==> config.mk <==
export PLATFORM = sky130hd
export DESIGN_NAME = tlto_config
export DESIGN_NICKNAME = d
export VERILOG_FILES = /design/src/tlto_pkg.sv /design/src/tlto_config.sv
export VERILOG_INCLUDE_DIRS = /design/src /design/src/src
export SDC_FILE = /design/constraint.sdc
export NUM_CORES = 1
export LEC_CHECK = 0
export ABC_AREA = 1
export BUFFER_PORTS_ARGS = -buffer_cell sky130_fd_sc_hd__clkbuf_2
export CORE_MARGIN = 2
export CORE_UTILIZATION = 33
export DETAILED_ROUTE_END_ITERATION = 6
export PLACE_DENSITY_LB_ADDON = 0.2
export SLEW_MARGIN = 15
export SYNTH_ARGS = -nofsm -noshare
export SYNTH_HDL_FRONTEND = slang
export SYNTH_SLANG_ARGS = --single-unit
export TNS_END_PERCENT = 10
==> constraint.sdc <==
create_clock -name mclk -period 2.08 [get_ports mclk]
set_input_delay 0.416 -clock mclk [delete_from_list [all_inputs] [get_ports mclk]]
set_output_delay 0.416 -clock mclk [all_outputs]
set_load 0.1 [all_outputs]
==> src/tlto_consts.svh <==
// constants for the two-level turn-off setup block
`ifndef TLTO_CONSTS_SVH
`define TLTO_CONSTS_SVH
// ==================================================
// clock and register offsets (word index)
`define TLTO_MCLK_MHZ     100
`define TLTO_ADDR_SETUP   4'h0
`define TLTO_ADDR_STATUS  4'h1
`define TLTO_ADDR_MASK    4'h2
// ==================================================
// field positions and reset values
`define TLTO_RSVD_BIT     7
`define TLTO_ST_RSVD      0
`define TLTO_ST_CRC       1
`define TLTO_ST_DONE      2
`define TLTO_SETUP_RST    16'h0020
`define TLTO_STATUS_RST   3'h0
`define TLTO_MASK_RST     3'h0
// ==================================================
// timing: plateau hold per code, discharge phase
`define TLTO_NS2CYC(ns)   (((ns) * `TLTO_MCLK_MHZ) / 1000)
`define TLTO_HOLD0_NS     150
`define TLTO_HOLD1_NS     300
`define TLTO_HOLD2_NS     450
`define TLTO_HOLD3_NS     600
`define TLTO_HOLD4_NS     1000
`define TLTO_HOLD5_NS     1500
`define TLTO_HOLD6_NS     2000
`define TLTO_HOLD7_NS     2500
`define TLTO_DISCH_NS     100
`define TLTO_DISCH_CYC    `TLTO_NS2CYC(`TLTO_DISCH_NS)
`endif

==> src/tlto_pkg.sv <==
// types for the two-level turn-off setup block
package tlto_pkg;
    // ==================================================
    // setup register layout
    typedef struct packed {
        logic [2:0] level;
        logic [2:0] hold;
        logic [1:0] disch;
        logic       rsvd;
        logic       check_off;
        logic       soft_off;
        logic [4:0] low;
    } tlto_setup_t;

    // ==================================================
    // turn-off sequence states, gray along the path
    typedef enum logic [1:0] {
        TLTO_IDLE  = 2'b00,
        TLTO_DISCH = 2'b01,
        TLTO_HOLD  = 2'b11,
        TLTO_FINAL = 2'b10
    } tlto_state_t;
endpackage

==> src/tlto_config.sv <==
// two-level turn-off setup register with turn-off sequencer
// Function
// - bits 15-13 pick plateau level 6-13 V
// - bits 12-10 pick plateau hold time
// - bits 9-8 pick discharge current
// - writing reserved bit 7 raises integrity fault
// - bit 6 high skips configuration check
// - bit 5 selects soft turn-off after plateau
`timescale 1ns/1ps
`include "tlto_consts.svh"

module tlto_config (
    // clock and reset
    input  wire logic        mclk,
    input  wire logic        rst,
    // register port
    input  wire logic [3:0]  addr,
    input  wire logic [15:0] wdata,
    input  wire logic        wr,
    input  wire logic        rd,
    output logic      [15:0] rdata,
    // fault pin and check result
    input  wire logic        fault_pin,
    input  wire logic        crc_err,
    // configuration fields
    output logic      [2:0]  plateau_level_sel,
    output logic      [2:0]  plateau_hold_sel,
    output logic      [1:0]  plateau_discharge_sel,
    output logic             cfg_check_off,
    output logic             soft_off_after_plateau,
    // sequence drive
    output logic             gate_discharge,
    output logic             plateau_hold,
    output logic             soft_turnoff,
    output logic             hard_turnoff,
    // fault and interrupt
    output logic             cfg_integrity_fault,
    output logic             irq
);

    // ==================================================
    // plateau hold cycles per code
    function automatic logic [7:0] hold_cyc(input logic [2:0] code);
        case (code)
            3'h0: hold_cyc = 8'(`TLTO_NS2CYC(`TLTO_HOLD0_NS));
            3'h1: hold_cyc = 8'(`TLTO_NS2CYC(`TLTO_HOLD1_NS));
            3'h2: hold_cyc = 8'(`TLTO_NS2CYC(`TLTO_HOLD2_NS));
            3'h3: hold_cyc = 8'(`TLTO_NS2CYC(`TLTO_HOLD3_NS));
            3'h4: hold_cyc = 8'(`TLTO_NS2CYC(`TLTO_HOLD4_NS));
            3'h5: hold_cyc = 8'(`TLTO_NS2CYC(`TLTO_HOLD5_NS));
            3'h6: hold_cyc = 8'(`TLTO_NS2CYC(`TLTO_HOLD6_NS));
            default: hold_cyc = 8'(`TLTO_NS2CYC(`TLTO_HOLD7_NS));
        endcase
    endfunction

    tlto_pkg::tlto_setup_t setup;
    tlto_pkg::tlto_setup_t next_setup;
    tlto_pkg::tlto_state_t state;
    tlto_pkg::tlto_state_t next_state;
    logic [2:0]  status;
    logic [2:0]  next_status;
    logic [2:0]  mask;
    logic [2:0]  next_mask;
    logic [2:0]  events;
    logic [15:0] next_rdata;
    logic        next_fault;
    logic        next_irq;
    logic        sync1;
    logic        sync2;
    logic        sync3;
    logic        fault_lvl;
    logic        next_fault_lvl;
    logic [7:0]  cnt;
    logic [7:0]  next_cnt;
    logic        next_gd;
    logic        next_ph;
    logic        next_soft;
    logic        next_hard;
    logic        seq_done;

    assign plateau_level_sel      = setup.level;
    assign plateau_hold_sel       = setup.hold;
    assign plateau_discharge_sel  = setup.disch;
    assign cfg_check_off          = setup.check_off;
    assign soft_off_after_plateau = setup.soft_off;

    // ==================================================
    // fault pin synchroniser, level taken when stages agree
    always_comb begin
        next_fault_lvl = fault_lvl;
        if (sync2 == sync3) begin
            next_fault_lvl = sync3;
        end
    end

    always_ff @(posedge mclk or posedge rst) begin
        if (rst) begin
            sync1     <= 1'b0;
            sync2     <= 1'b0;
            sync3     <= 1'b0;
            fault_lvl <= 1'b0;
        end else begin
            sync1     <= fault_pin;
            sync2     <= sync1;
            sync3     <= sync2;
            fault_lvl <= next_fault_lvl;
        end
    end

    // ==================================================
    // register file, status events and read data
    assign seq_done = (state == tlto_pkg::TLTO_FINAL) && !fault_lvl;

    always_comb begin
        events = 3'h0;
        events[`TLTO_ST_RSVD] = wr && (addr == `TLTO_ADDR_SETUP)
                                && wdata[`TLTO_RSVD_BIT];
        events[`TLTO_ST_CRC]  = crc_err && !setup.check_off;
        events[`TLTO_ST_DONE] = seq_done;
        next_setup  = setup;
        next_status = status;
        next_mask   = mask;
        next_rdata  = 16'h0000;
        if (wr) begin
            case (addr)
                `TLTO_ADDR_SETUP: begin
                    next_setup           = wdata;
                    next_setup.rsvd      = 1'b0;
                    next_setup.low       = 5'h00;
                end
                `TLTO_ADDR_STATUS: next_status = status & ~wdata[2:0];
                `TLTO_ADDR_MASK:   next_mask   = wdata[2:0];
                default: ;
            endcase
        end
        // set wins over a clear in the same cycle
        next_status = next_status | events;
        if (rd) begin
            case (addr)
                `TLTO_ADDR_SETUP:  next_rdata = setup;
                `TLTO_ADDR_STATUS: next_rdata = {13'h0000, status};
                `TLTO_ADDR_MASK:   next_rdata = {13'h0000, mask};
                default:           next_rdata = 16'h0000;
            endcase
        end
        next_fault = next_status[`TLTO_ST_RSVD]
                     | next_status[`TLTO_ST_CRC];
        next_irq   = |(next_status & next_mask);
    end

    always_ff @(posedge mclk or posedge rst) begin
        if (rst) begin
            setup               <= `TLTO_SETUP_RST;
            status              <= `TLTO_STATUS_RST;
            mask                <= `TLTO_MASK_RST;
            rdata               <= 16'h0000;
            cfg_integrity_fault <= 1'b0;
            irq                 <= 1'b0;
        end else begin
            setup               <= next_setup;
            status              <= next_status;
            mask                <= next_mask;
            rdata               <= next_rdata;
            cfg_integrity_fault <= next_fault;
            irq                 <= next_irq;
        end
    end

    // ==================================================
    // turn-off sequence: discharge, plateau hold, final off
    always_comb begin
        next_state = state;
        next_cnt   = cnt;
        case (state)
            tlto_pkg::TLTO_IDLE: begin
                if (fault_lvl) begin
                    next_state = tlto_pkg::TLTO_DISCH;
                    next_cnt   = 8'(`TLTO_DISCH_CYC - 1);
                end
            end
            tlto_pkg::TLTO_DISCH: begin
                if (cnt == 8'h00) begin
                    next_state = tlto_pkg::TLTO_HOLD;
                    next_cnt   = hold_cyc(setup.hold) - 8'h01;
                end else begin
                    next_cnt = cnt - 8'h01;
                end
            end
            tlto_pkg::TLTO_HOLD: begin
                if (cnt == 8'h00) begin
                    next_state = tlto_pkg::TLTO_FINAL;
                end else begin
                    next_cnt = cnt - 8'h01;
                end
            end
            tlto_pkg::TLTO_FINAL: begin
                if (!fault_lvl) begin
                    next_state = tlto_pkg::TLTO_IDLE;
                end
            end
            default: next_state = tlto_pkg::TLTO_IDLE;
        endcase
        next_gd   = next_state == tlto_pkg::TLTO_DISCH;
        next_ph   = next_state == tlto_pkg::TLTO_HOLD;
        next_soft = (next_state == tlto_pkg::TLTO_FINAL)
                    && setup.soft_off;
        next_hard = (next_state == tlto_pkg::TLTO_FINAL)
                    && !setup.soft_off;
    end

    always_ff @(posedge mclk or posedge rst) begin
        if (rst) begin
            state          <= tlto_pkg::TLTO_IDLE;
            cnt            <= 8'h00;
            gate_discharge <= 1'b0;
            plateau_hold   <= 1'b0;
            soft_turnoff   <= 1'b0;
            hard_turnoff   <= 1'b0;
        end else begin
            state          <= next_state;
            cnt            <= next_cnt;
            gate_discharge <= next_gd;
            plateau_hold   <= next_ph;
            soft_turnoff   <= next_soft;
            hard_turnoff   <= next_hard;
        end
    end

    // ==================================================
    // helper: plateau length and expected length
    logic [7:0] hold_len;
    logic [7:0] hold_exp;

    always_ff @(posedge mclk or posedge rst) begin
        if (rst) begin
            hold_len <= 8'h00;
            hold_exp <= 8'h00;
        end else begin
            if (plateau_hold) begin
                hold_len <= hold_len + 8'h01;
            end else begin
                hold_len <= 8'h00;
            end
            if (next_ph && !plateau_hold) begin
                hold_exp <= hold_cyc(setup.hold);
            end
        end
    end

    // ==================================================
    // checks
    a_level_write: assert property (@(posedge mclk) disable iff (rst)
        wr && addr == `TLTO_ADDR_SETUP
        |=> plateau_level_sel == $past(wdata[15:13]))
        else $error("plateau level not taken from write");

    a_hold_length: assert property (@(posedge mclk) disable iff (rst)
        $fell(plateau_hold) |-> hold_len == hold_exp)
        else $error("plateau hold length wrong");

    a_discharge_start: assert property (@(posedge mclk) disable iff (rst)
        state == tlto_pkg::TLTO_IDLE && fault_lvl
        |=> gate_discharge && !plateau_hold)
        else $error("discharge did not start on fault");

    a_discharge_length: assert property (@(posedge mclk) disable iff (rst)
        $rose(gate_discharge)
        |-> ##9 gate_discharge ##1 (!gate_discharge && plateau_hold))
        else $error("discharge phase length wrong");

    a_rsvd_fault: assert property (@(posedge mclk) disable iff (rst)
        wr && addr == `TLTO_ADDR_SETUP && wdata[`TLTO_RSVD_BIT]
        |=> status[`TLTO_ST_RSVD] && cfg_integrity_fault
            && rdata[`TLTO_RSVD_BIT] == 1'b0)
        else $error("reserved write did not raise fault");

    a_crc_flag: assert property (@(posedge mclk) disable iff (rst)
        crc_err && !cfg_check_off |=> status[`TLTO_ST_CRC])
        else $error("check error not flagged");

    a_crc_skip: assert property (@(posedge mclk) disable iff (rst)
        cfg_check_off && !status[`TLTO_ST_CRC]
        |=> !status[`TLTO_ST_CRC])
        else $error("check error flagged while check is off");

    a_soft_choice: assert property (@(posedge mclk) disable iff (rst)
        $rose(soft_turnoff || hard_turnoff)
        |-> soft_turnoff == $past(soft_off_after_plateau)
            && hard_turnoff != soft_turnoff)
        else $error("final turn-off mode wrong");

    a_read_back: assert property (@(posedge mclk) disable iff (rst)
        rd && addr == `TLTO_ADDR_SETUP
        |=> rdata[15:5] == {$past(plateau_level_sel),
                            $past(plateau_hold_sel),
                            $past(plateau_discharge_sel), 1'b0,
                            $past(cfg_check_off),
                            $past(soft_off_after_plateau)}
            && rdata[4:0] == 5'h00)
        else $error("setup read-back mismatch");

endmodule // tlto_config

## Word-level counts from Yosys, hierarchy flattened

Cells that the tools add are included.

- Register bits after elaboration: 52
- Bits of input ports: 26
- Output and inout port bits: 32

- Add/sub/neg operators: 2
- Equal/unequal tests: 17
- Mux-type cells: 18
- Bitwise gates (word level): 5
- Reductions and logical operators: 17

Operators with widths:

| cell | count |
|---|---|
| $pmux W8 S7 | 1 |
| $pmux W16 S3 | 1 |
| $mux W8 | 5 |
| $pmux W8 S3 | 1 |
| $mux W16 | 1 |
| $sub A8 B1 Y8 const B | 2 |
| $mux W3 | 4 |
| $eq A3 B3 Y1 const B | 3 |
| $eq A2 B2 Y1 const B | 4 |
| $logic_not A8 Y1 | 1 |
| $mux W2 | 4 |
| $pmux W2 S4 | 1 |
| $and A3 B3 Y3 | 2 |
| $eq A3 B2 Y1 const B | 2 |
| $logic_and A1 B1 Y1 | 6 |
| $eq A2 B1 Y1 const B | 2 |
| $eq A4 B1 Y1 const B | 1 |
| $eq A4 B2 Y1 const B | 1 |
| $logic_not A4 Y1 | 1 |
| $ne A2 B2 Y1 const B | 2 |
| $eq A3 B1 Y1 const B | 1 |
| $logic_not A1 Y1 | 3 |
| $logic_not A3 Y1 | 1 |
| $not A3 Y3 | 1 |
| other kinds (8) | 8 |

## Depth between registers and ports, before layout

Gate-level depths: netlist of the first run.

- Depth in word-level cells: 7
- Depth in mapped cells: 10
- Depth with buffers taken out: 10

## Worst setup path after synthesis of the first run

No wires, ideal clock.

- Path kind: register to register
- From: register setup, in the netlist plateau_hold_sel[0]
- To: register cnt[2]
- Setup time: 0.126 ns
- Arrival time: 1.964 ns
- Path slack: -0.010 ns
- Cell stages (with the launch flop): 9
- Buffers on the path: 0
- Clock period less this slack: 2.090 ns
- Path through: dfrtp_1 -> inv_1 -> nand2_1 -> o21ai_0 -> ha_1 -> xnor2_1 -> nand2_1 -> nand3_1 -> a31oi_1

- Longest elaborated chain between the ends: 7

RTL lines:

| element | line | text |
|---|---|---|
| start, declared | tlto_config.sv:56 | `tlto_pkg::tlto_setup_t setup;` |
| start signal, assigned | tlto_config.sv:153 | `` setup <= `TLTO_SETUP_RST; `` |
| start signal, assigned | tlto_config.sv:160 | `setup <= next_setup;` |
| $eq A3 B3 Y1 (tied with other cells) | tlto_config.sv:44 | `case (code)` |
| $pmux W8 S7 (*) | - |  |
| $mux W8 (*) | tlto_config.sv:182 | `if (cnt == 8'h00) begin` |
| $mux W8 (*) | tlto_config.sv:174 | `case (state)` |
| $sub A8 B1 Y8 (*) | tlto_config.sv:184 | `next_cnt = hold_cyc(setup.hold) - 8'h01;` |
| $mux W8 (*) | tlto_config.sv:182 |  |
| $pmux W8 S3 (*) | tlto_config.sv:174 |  |
| end signal, assigned | tlto_config.sv:221 | `cnt <= next_cnt;` |
| end, declared | tlto_config.sv:73 | `logic [7:0] cnt;` |

Mark *: on every way between the ends. The rest lies on a longest branch, timed or not. The select of a mux whose other input is x is not followed.
A chain may end at the register's enable or synchronous reset.

## Worst setup path in the final report of the first run

- From: register cnt[0]
- To: register soft_turnoff

- Longest elaborated chain between the ends: 5

RTL lines:

| element | line | text |
|---|---|---|
| $logic_not A8 Y1 (*) | tlto_config.sv:182, tlto_config.sv:190 |  |
| $mux W2, on equally long branches | tlto_config.sv:190, tlto_config.sv:182 |  |
| $pmux W2 S4 (*) | tlto_config.sv:174 |  |
| $eq A2 B2 Y1 (*) | tlto_config.sv:205 | `next_soft = (next_state == tlto_pkg::TLTO_FINAL)` |
| $logic_and A1 B1 Y1 (*) | tlto_config.sv:206 | `&& setup.soft_off;` |
| net next_soft | tlto_config.sv:77 | `logic next_soft;` |
| end signal, assigned | tlto_config.sv:224 | `soft_turnoff <= next_soft;` |
| end, declared | tlto_config.sv:34 | `output logic soft_turnoff,` |

Mark *: on every way through the listed nets, which the timed path passes. The rest lies on a longest branch.

==> results of run 1 <==
## area by class of cell
type	instances	area [µm²]
tap	77	96.3
clock buffer	5	68.8
multi-input combinational	176	812
fill	679	3740
inverter	32	120
clock inverter	3	17.5
sequential	49	1230
timing repair buffer	55	298
## registers in the layout, indices dropped and copies added (netlist names), 2 cells and up
signal and count:
plateau_level_sel 3, plateau_discharge_sel 2, status 3, cnt 8, plateau_hold_sel 3, rdata 13, state 2, mask 3
## layout by cell type (no fill, tap or decap), drive strengths merged
master and n:
dlygate4sd3 1, maj3 1, inv 32, clkinvlp 1, a21oi 16, xnor2 1, dfstp 1, nor2 55
clkbuf 57, nor3 1, buf 2, a31oi 1, nand4 6, ha 2, conb 3, nand3 11
clkinv 2, xor2 3, dfrtp 48, o21ai 16, nand2 60
## metrics by stage
step | setup WS [ns] | utilization [%]
3_5_place_dp | 0.375 | 39.9
3_3_place_gp | 0.386 | 39.9
5_1_grt | 0.194 | 41.4
2_1_floorplan | 0.113 | -
4_1_cts | 0.323 | 41.4
6_report | 0.331 | 41.4
## logic make-up after synthesis
| kind of cell | synth area share [%] |
|---|---|
| AO/OA/AOI/OAI | 7.93 |
| XOR/XNOR | 1.60 |
| adder cells (fa/ha/maj) | 1.60 |
| buffers and inverters | 7.36 |
| flip-flops | 56.0 |
| other | 0.171 |
| AND/OR/NAND/NOR | 25.4 |
## how the worst max path moves through the flow
| stage | slack, ns | end | cells past startpoint | from |
|---|---|---|---|---|
| after global placement | 0.39 | hard_turnoff$_DFF_PP0_ | 8 | cnt[0]$_DFFE_PP0P_ |
| final | 0.33 | soft_turnoff$_DFF_PP0_ | 8 | cnt[0]$_DFFE_PP0P_ |
| after floorplan | 0.11 | cnt[2]$_DFFE_PP0P_ | 7 | plateau_hold_sel[1]$_DFFE_PP0P_ |
| after global routing | 0.19 | soft_turnoff$_DFF_PP0_ | 8 | cnt[0]$_DFFE_PP0P_ |
| after detailed placement | 0.37 | soft_turnoff$_DFF_PP0_ | 8 | cnt[0]$_DFFE_PP0P_ |
| after CTS | 0.32 | soft_off_after_plateau | 1 | soft_off_after_plateau$_DFFE_PP1P_ |
## power groups by stage
stage,clock [mW],combinational (mW),sequential [mW]
finish,0.555,1.43,1.31
global route,0.616,1.58,1.34
CTS,0.579,1.43,1.31
detailed placement,0,1.43,1.33
global placement,0,1.41,1.33
floorplan,0,0.666,1.83
## layer usage
| metal | vias up | track usage (%) | routed length [µm] |
|---|---|---|---|
| met3 | 6 | 3.95 | 264 |
| met5 | - | 0 | 0 |
| met1 | 828 | 20.3 | 2250 |
| met2 | 41 | 20.7 | 2070 |
| met4 | 0 | 4.76 | 68 |
| li1 | 925 | - | - |
## worst max-delay path, cell delays in order (launching register included)
cell and delay [ns]:
dfrtp_1 0.38, inv_1 0.11, ha_1 0.29, nand2_2 0.13, o21ai_2 0.15, nand2_2 0.21
inv_1 0.20, nand2_1 0.10, nor2_1 0.10
## timing repair
item	CTS	global route
hold buffers	1	0
hold endpoints to repair	5	0
setup buffers	0	0
setup endpoints to repair	0	0
==> impl_metrics.json, run 1 <==
{
  "num_io_pins": 58,
  "peakVddDrop_v": 0.000607,
  "fmaxAchievable_ghz": 0.572,
  "htreeDepth": 2,
  "slew_headroom_pct": 62.5,
  "worstPathArrival_ns": 1.98,
  "syn_inst": 261,
  "yosysSeqAreaShare_pct": 56.0,
  "holdCritPathClass": "in -> reg",
  "netlist.area_leader.share_pct": 54.8,
  "r2r-start": "cnt[0]$_DFFE_PP0P_",
  "wl_per_cell_um": 11.7,
  "clock-root-buffer": "clkbuf_8",
  "clock_latency_ns": 0.30,
  "io_buffers": 52,
  "row_count": 29,
  "async_flop_share_pct": 100,
  "cts_buffers": 5,
  "grt_use_total_pct": 14.1,
  "r2r_end": "soft_turnoff$_DFF_PP0_",
  "swShare_pct": 47.7,
  "tightest_slew_ns": 0.565,
  "syn_area_um2": 2190,
  "end_kind": "register",
  "dp.cells": 388,
  "antenna_found_initial": 0,
  "drive_above_1_share_pct": 23.4,
  "ys_ff_latch": 49,
  "drv_cap": 0,
  "clk_pin_slew_ns": 0.10,
  "coreArea_um2": 6390,
  "finalPower_mw": 3.29,
  "combPwrFrac_pct": 43.3,
  "fin_crit_ns": 1.75,
  "crit_path_start_kind": "register",
  "routabilityCongestion": 0.855,
  "power_switching_mw": 1.57,
  "status": "completed",
  "clock_power_share_pct": 16.9,
  "grt_pass1_wl_um": 8090,
  "rsz0062_at_grt": "no",
  "stdcell_count": 397,
  "placedInstanceArea_um2": 2540,
  "synth_flop_cell": "dfrtp_1",
  "cts_tree": "built",
  "vias_per_cell": 4.53,
  "die_w_um": 85.5,
  "hold_start": "fault_pin",
  "hold_slack_ns": 0.232,
  "dpl.hpwl_um": 3430,
  "internal_power_mw": 1.72,
  "synth-edff-count": 0,
  "yosys-top-cells-area": "dfrtp_1 55%, nand2_1 9.8%, nor2_1 8.7%, inv_1 5.3%, a21oi_1 3.7%",
  "min_to": "sync1$_DFF_PP0_",
  "grt_max_degree": 42,
  "p_leak_nw": 1.44,
  "synth_common_cells": "57 x nand2_1, 51 x nor2_1, 48 x dfrtp_1",
  "required_ns": 2.31,
  "avgSynthCellArea_um2": 8.40,
  "seq_power_share_pct": 39.8,
  "syn_to_final_growth_pct": 20.4,
  "vias": 1800,
  "finClkSkew_ns": 0.0113,
  "num_antenna_cells": 0,
  "fin_area_um2": 2640,
  "drc_errors": 0,
  "die_area_um2": 7310,
  "fin_setup_tns_ns": 0,
  "routed_wl_um": 4650,
  "start_util_pct": 34.3,
  "clock_sinks": 49,
  "fp.dieH_um": 85.5,
  "first_iter_violations": 70,
  "drv_slew": 0,
  "ctsResizeCount": 0,
  "grt_pass1_vias": 1700,
  "critPathMaxFanout": 17,
  "setup_viol": 0,
  "hold_viol": 0,
  "yosysMostFrequentCell": "nand2_1",
  "rrSetupSlack_ns": 0.33,
  "grt_overflow": 0,
  "ys_warn_count": 0,
  "final_net_count": 347,
  "cts_buffer_depth": 2,
  "first_pass_iters": 4,
  "min_path_cells": 1,
  "power.density_nw_per_um2": 1250,
  "ant_nets": 0,
  "rr_worst_depth": 8,
  "yosysTopAreaCell": "dfrtp_1",
  "synthDistinctLibCells": 25,
  "path_class": "reg -> reg",
  "finalCritPeriodShare_pct": 84.1
}
Power figures use the tool's default switching activity.
==> run 2, diff against run 1 <==
==> constraint.sdc (replaced) <==
create_clock -name mclk -period 1.6 [get_ports mclk]
set_input_delay 0.32 -clock mclk [delete_from_list [all_inputs] [get_ports mclk]]
set_output_delay 0.32 -clock mclk [all_outputs]
set_load 0.1 [all_outputs]
==> run 2 against run 1 <==
Against the previous run: count of clock-buffer cells in the layout unchanged; critical path depth is 7 lower; first-iteration DRC count increased by 14%; largest power group unchanged; total power grew 40%; clock power rose by 60%; global-route usage shrank 0.13 points; sequential share of layout area decreased by 2.0 points.
==> impl_metrics.json, run 2 (synthesis gave the netlist of run 1 again) <==
{
  "grt_pass1_vias": 1809,
  "finClkSkew_ns": 0.00766,
  "seq_power_share_pct": 36.4,
  "drc_errors": 0,
  "combPwrFrac_pct": 44.4,
  "cts_tree": "built",
  "clock-root-buffer": "clkbuf_8",
  "grt_pass1_wl_um": 8260,
  "clk_pin_slew_ns": 0.09,
  "num_antenna_cells": 0,
  "setup_viol": 0,
  "fp.dieH_um": 85.5,
  "largest_reg_flops": 13,
  "grt_use_total_pct": 14.0,
  "finalCritPeriodShare_pct": 92.7,
  "vias_per_cell": 4.62,
  "routed_wl_um": 4650,
  "die_w_um": 85.5,
  "critPathMaxFanout": 5,
  "final_common_cell": "nand2_1",
  "clock_power_share_pct": 19.2,
  "drive_above_1_share_pct": 27.0,
  "max_stage_delay_ns": 0.47,
  "n_fill_cell": 662,
  "drv_cap": 0,
  "clock_latency_ns": 0.30,
  "layout_common_cells": "57 x nand2_1, 51 x nor2_1, 49 x clkbuf_2",
  "slew_headroom_pct": 62.5,
  "regMostFlops": "rdata",
  "power_switching_mw": 2.08,
  "setup_ws_ns": 0.117,
  "cts_buffers": 5,
  "status": "completed",
  "antenna_found_initial": 0,
  "fin_area_um2": 2770,
  "final_net_count": 357,
  "cts_hold_buffers": 0,
  "drv_slew": 0,
  "vias": 1879,
  "grt_overflow": 0,
  "worst-path-buf-inv": 1,
  "num_io_pins": 58,
  "row_count": 29,
  "cts_buffer_depth": 2,
  "dpl.hpwl_um": 3630,
  "slowest_stage": "clkbuf_2",
  "peakVddDrop_v": 0.000798,
  "worstPathCellList": "clkbuf_2",
  "fin_setup_tns_ns": 0,
  "largest_registers": "rdata: 13 flops, cnt: 8 flops",
  "finalPower_mw": 4.62,
  "p_leak_nw": 1.52,
  "grt_max_degree": 21,
  "post-cts-setup-buffers": 0,
  "power.density_nw_per_um2": 1660,
  "dp.cells": 399,
  "syn_to_final_growth_pct": 26.5,
  "internal_power_mw": 2.53,
  "crit_family": "buffers and inverters",
  "start_util_pct": 34.3,
  "hold_viol": 0,
  "required_ns": 1.28,
  "placedInstanceArea_um2": 2660,
  "die_area_um2": 7310,
  "clock_sinks": 49,
  "wl_per_cell_um": 11.4,
  "swShare_pct": 45.1,
  "io_buffers": 52,
  "coreArea_um2": 6390,
  "stdcell_count": 407,
  "path_class": "reg -> out",
  "holdCritPathClass": "in -> async",
  "pre_cts_ws_ns": 0.0711,
  "rsz0062_at_grt": "yes",
  "htreeDepth": 2,
  "ant_nets": 0,
  "tightest_slew_ns": 0.565,
  "crit_path_start_kind": "register",
  "first_pass_iters": 4,
  "fmaxAchievable_ghz": 0.674,
  "worstPathArrival_ns": 1.16,
  "routabilityCongestion": 0.837,
  "end_kind": "output pin",
  "fin_crit_ns": 1.48,
  "first_iter_violations": 80,
  "ctsResizeCount": 0
}
==> run 2: area by class of cell <==
| cell class | instances | area, µm² | share of cell area, % |
|---|---|---|---|
| Clock buffer | 5 | 68.8 | 2.48 |
| Multi-Input combinational cell | 176 | 817 | 29.5 |
| Clock inverter | 3 | 43.8 | 1.58 |
| Timing Repair Buffer | 65 | 390 | 14.1 |
| Sequential cell | 49 | 1230 | 44.5 |
| Inverter | 32 | 124 | 4.47 |
| Tap cell | 77 | 96.3 | 3.47 |
==> run 2: path summary, 6_finish.rpt <==
check	slack, ns	end	start	cells past startpoint
worst max-delay path	0.12	plateau_hold_sel[1]	plateau_hold_sel[1]$_DFFE_PP0P_	1
worst min-delay path	0.004	status[2]$_DFF_PP0_	rst	2
worst max register to register	0.15	cnt[5]$_DFFE_PP0P_	cnt[0]$_DFFE_PP0P_	9
worst min register to register	0.36	sync2$_DFF_PP0_	sync1$_DFF_PP0_	0
max in group asynchronous	1.10	sync1$_DFF_PP0_	rst	3
min in group mclk	0.14	sync1$_DFF_PP0_	fault_pin	1
==> run 2: worst reg2reg max path, stage by stage, from the launching register on <==
cell     delay (ns)
dfrtp_1        0.39
inv_1          0.07
ha_1           0.18
nand2_2        0.10
nor2_4         0.16
nor2_1         0.07
nor2_2         0.17
nor2_1         0.06
nor2_1         0.08
nor2_1         0.06
==> run 2: routing by layer <==
metal / part of all wire, % / GRT usage, % / wire, µm / vias to the layer above
li1: - / - / - / 945
met1: 48 / 19.3 / 2230 / 890
met2: 46 / 21.9 / 2150 / 40
met3: 5.0 / 3.95 / 234 / 4
met4: 0.71 / 3.61 / 33 / 0
met5: 0 / 0 / 0 / -
==> run 2: power groups by stage <==
stage	clock network, mW	logic, mW	registers [mW]
2_1_floorplan	0	0.866	2.38
3_3_place_gp	0	2.02	1.70
3_5_place_dp	0	2.04	1.71
4_1_cts	0.914	2.05	1.68
5_1_grt	0.969	2.25	1.73
6_report	0.888	2.05	1.68
==> run 2: metrics by stage <==
stage | hold WS, ns | utilization, %
after floorplan | 0.331 | -
after global placement | 0.336 | 41.6
after detailed placement | 0.338 | 41.6
after CTS | 0.0101 | 43.4
after global routing | 0.0307 | 43.4
final | 0.00371 | 43.4
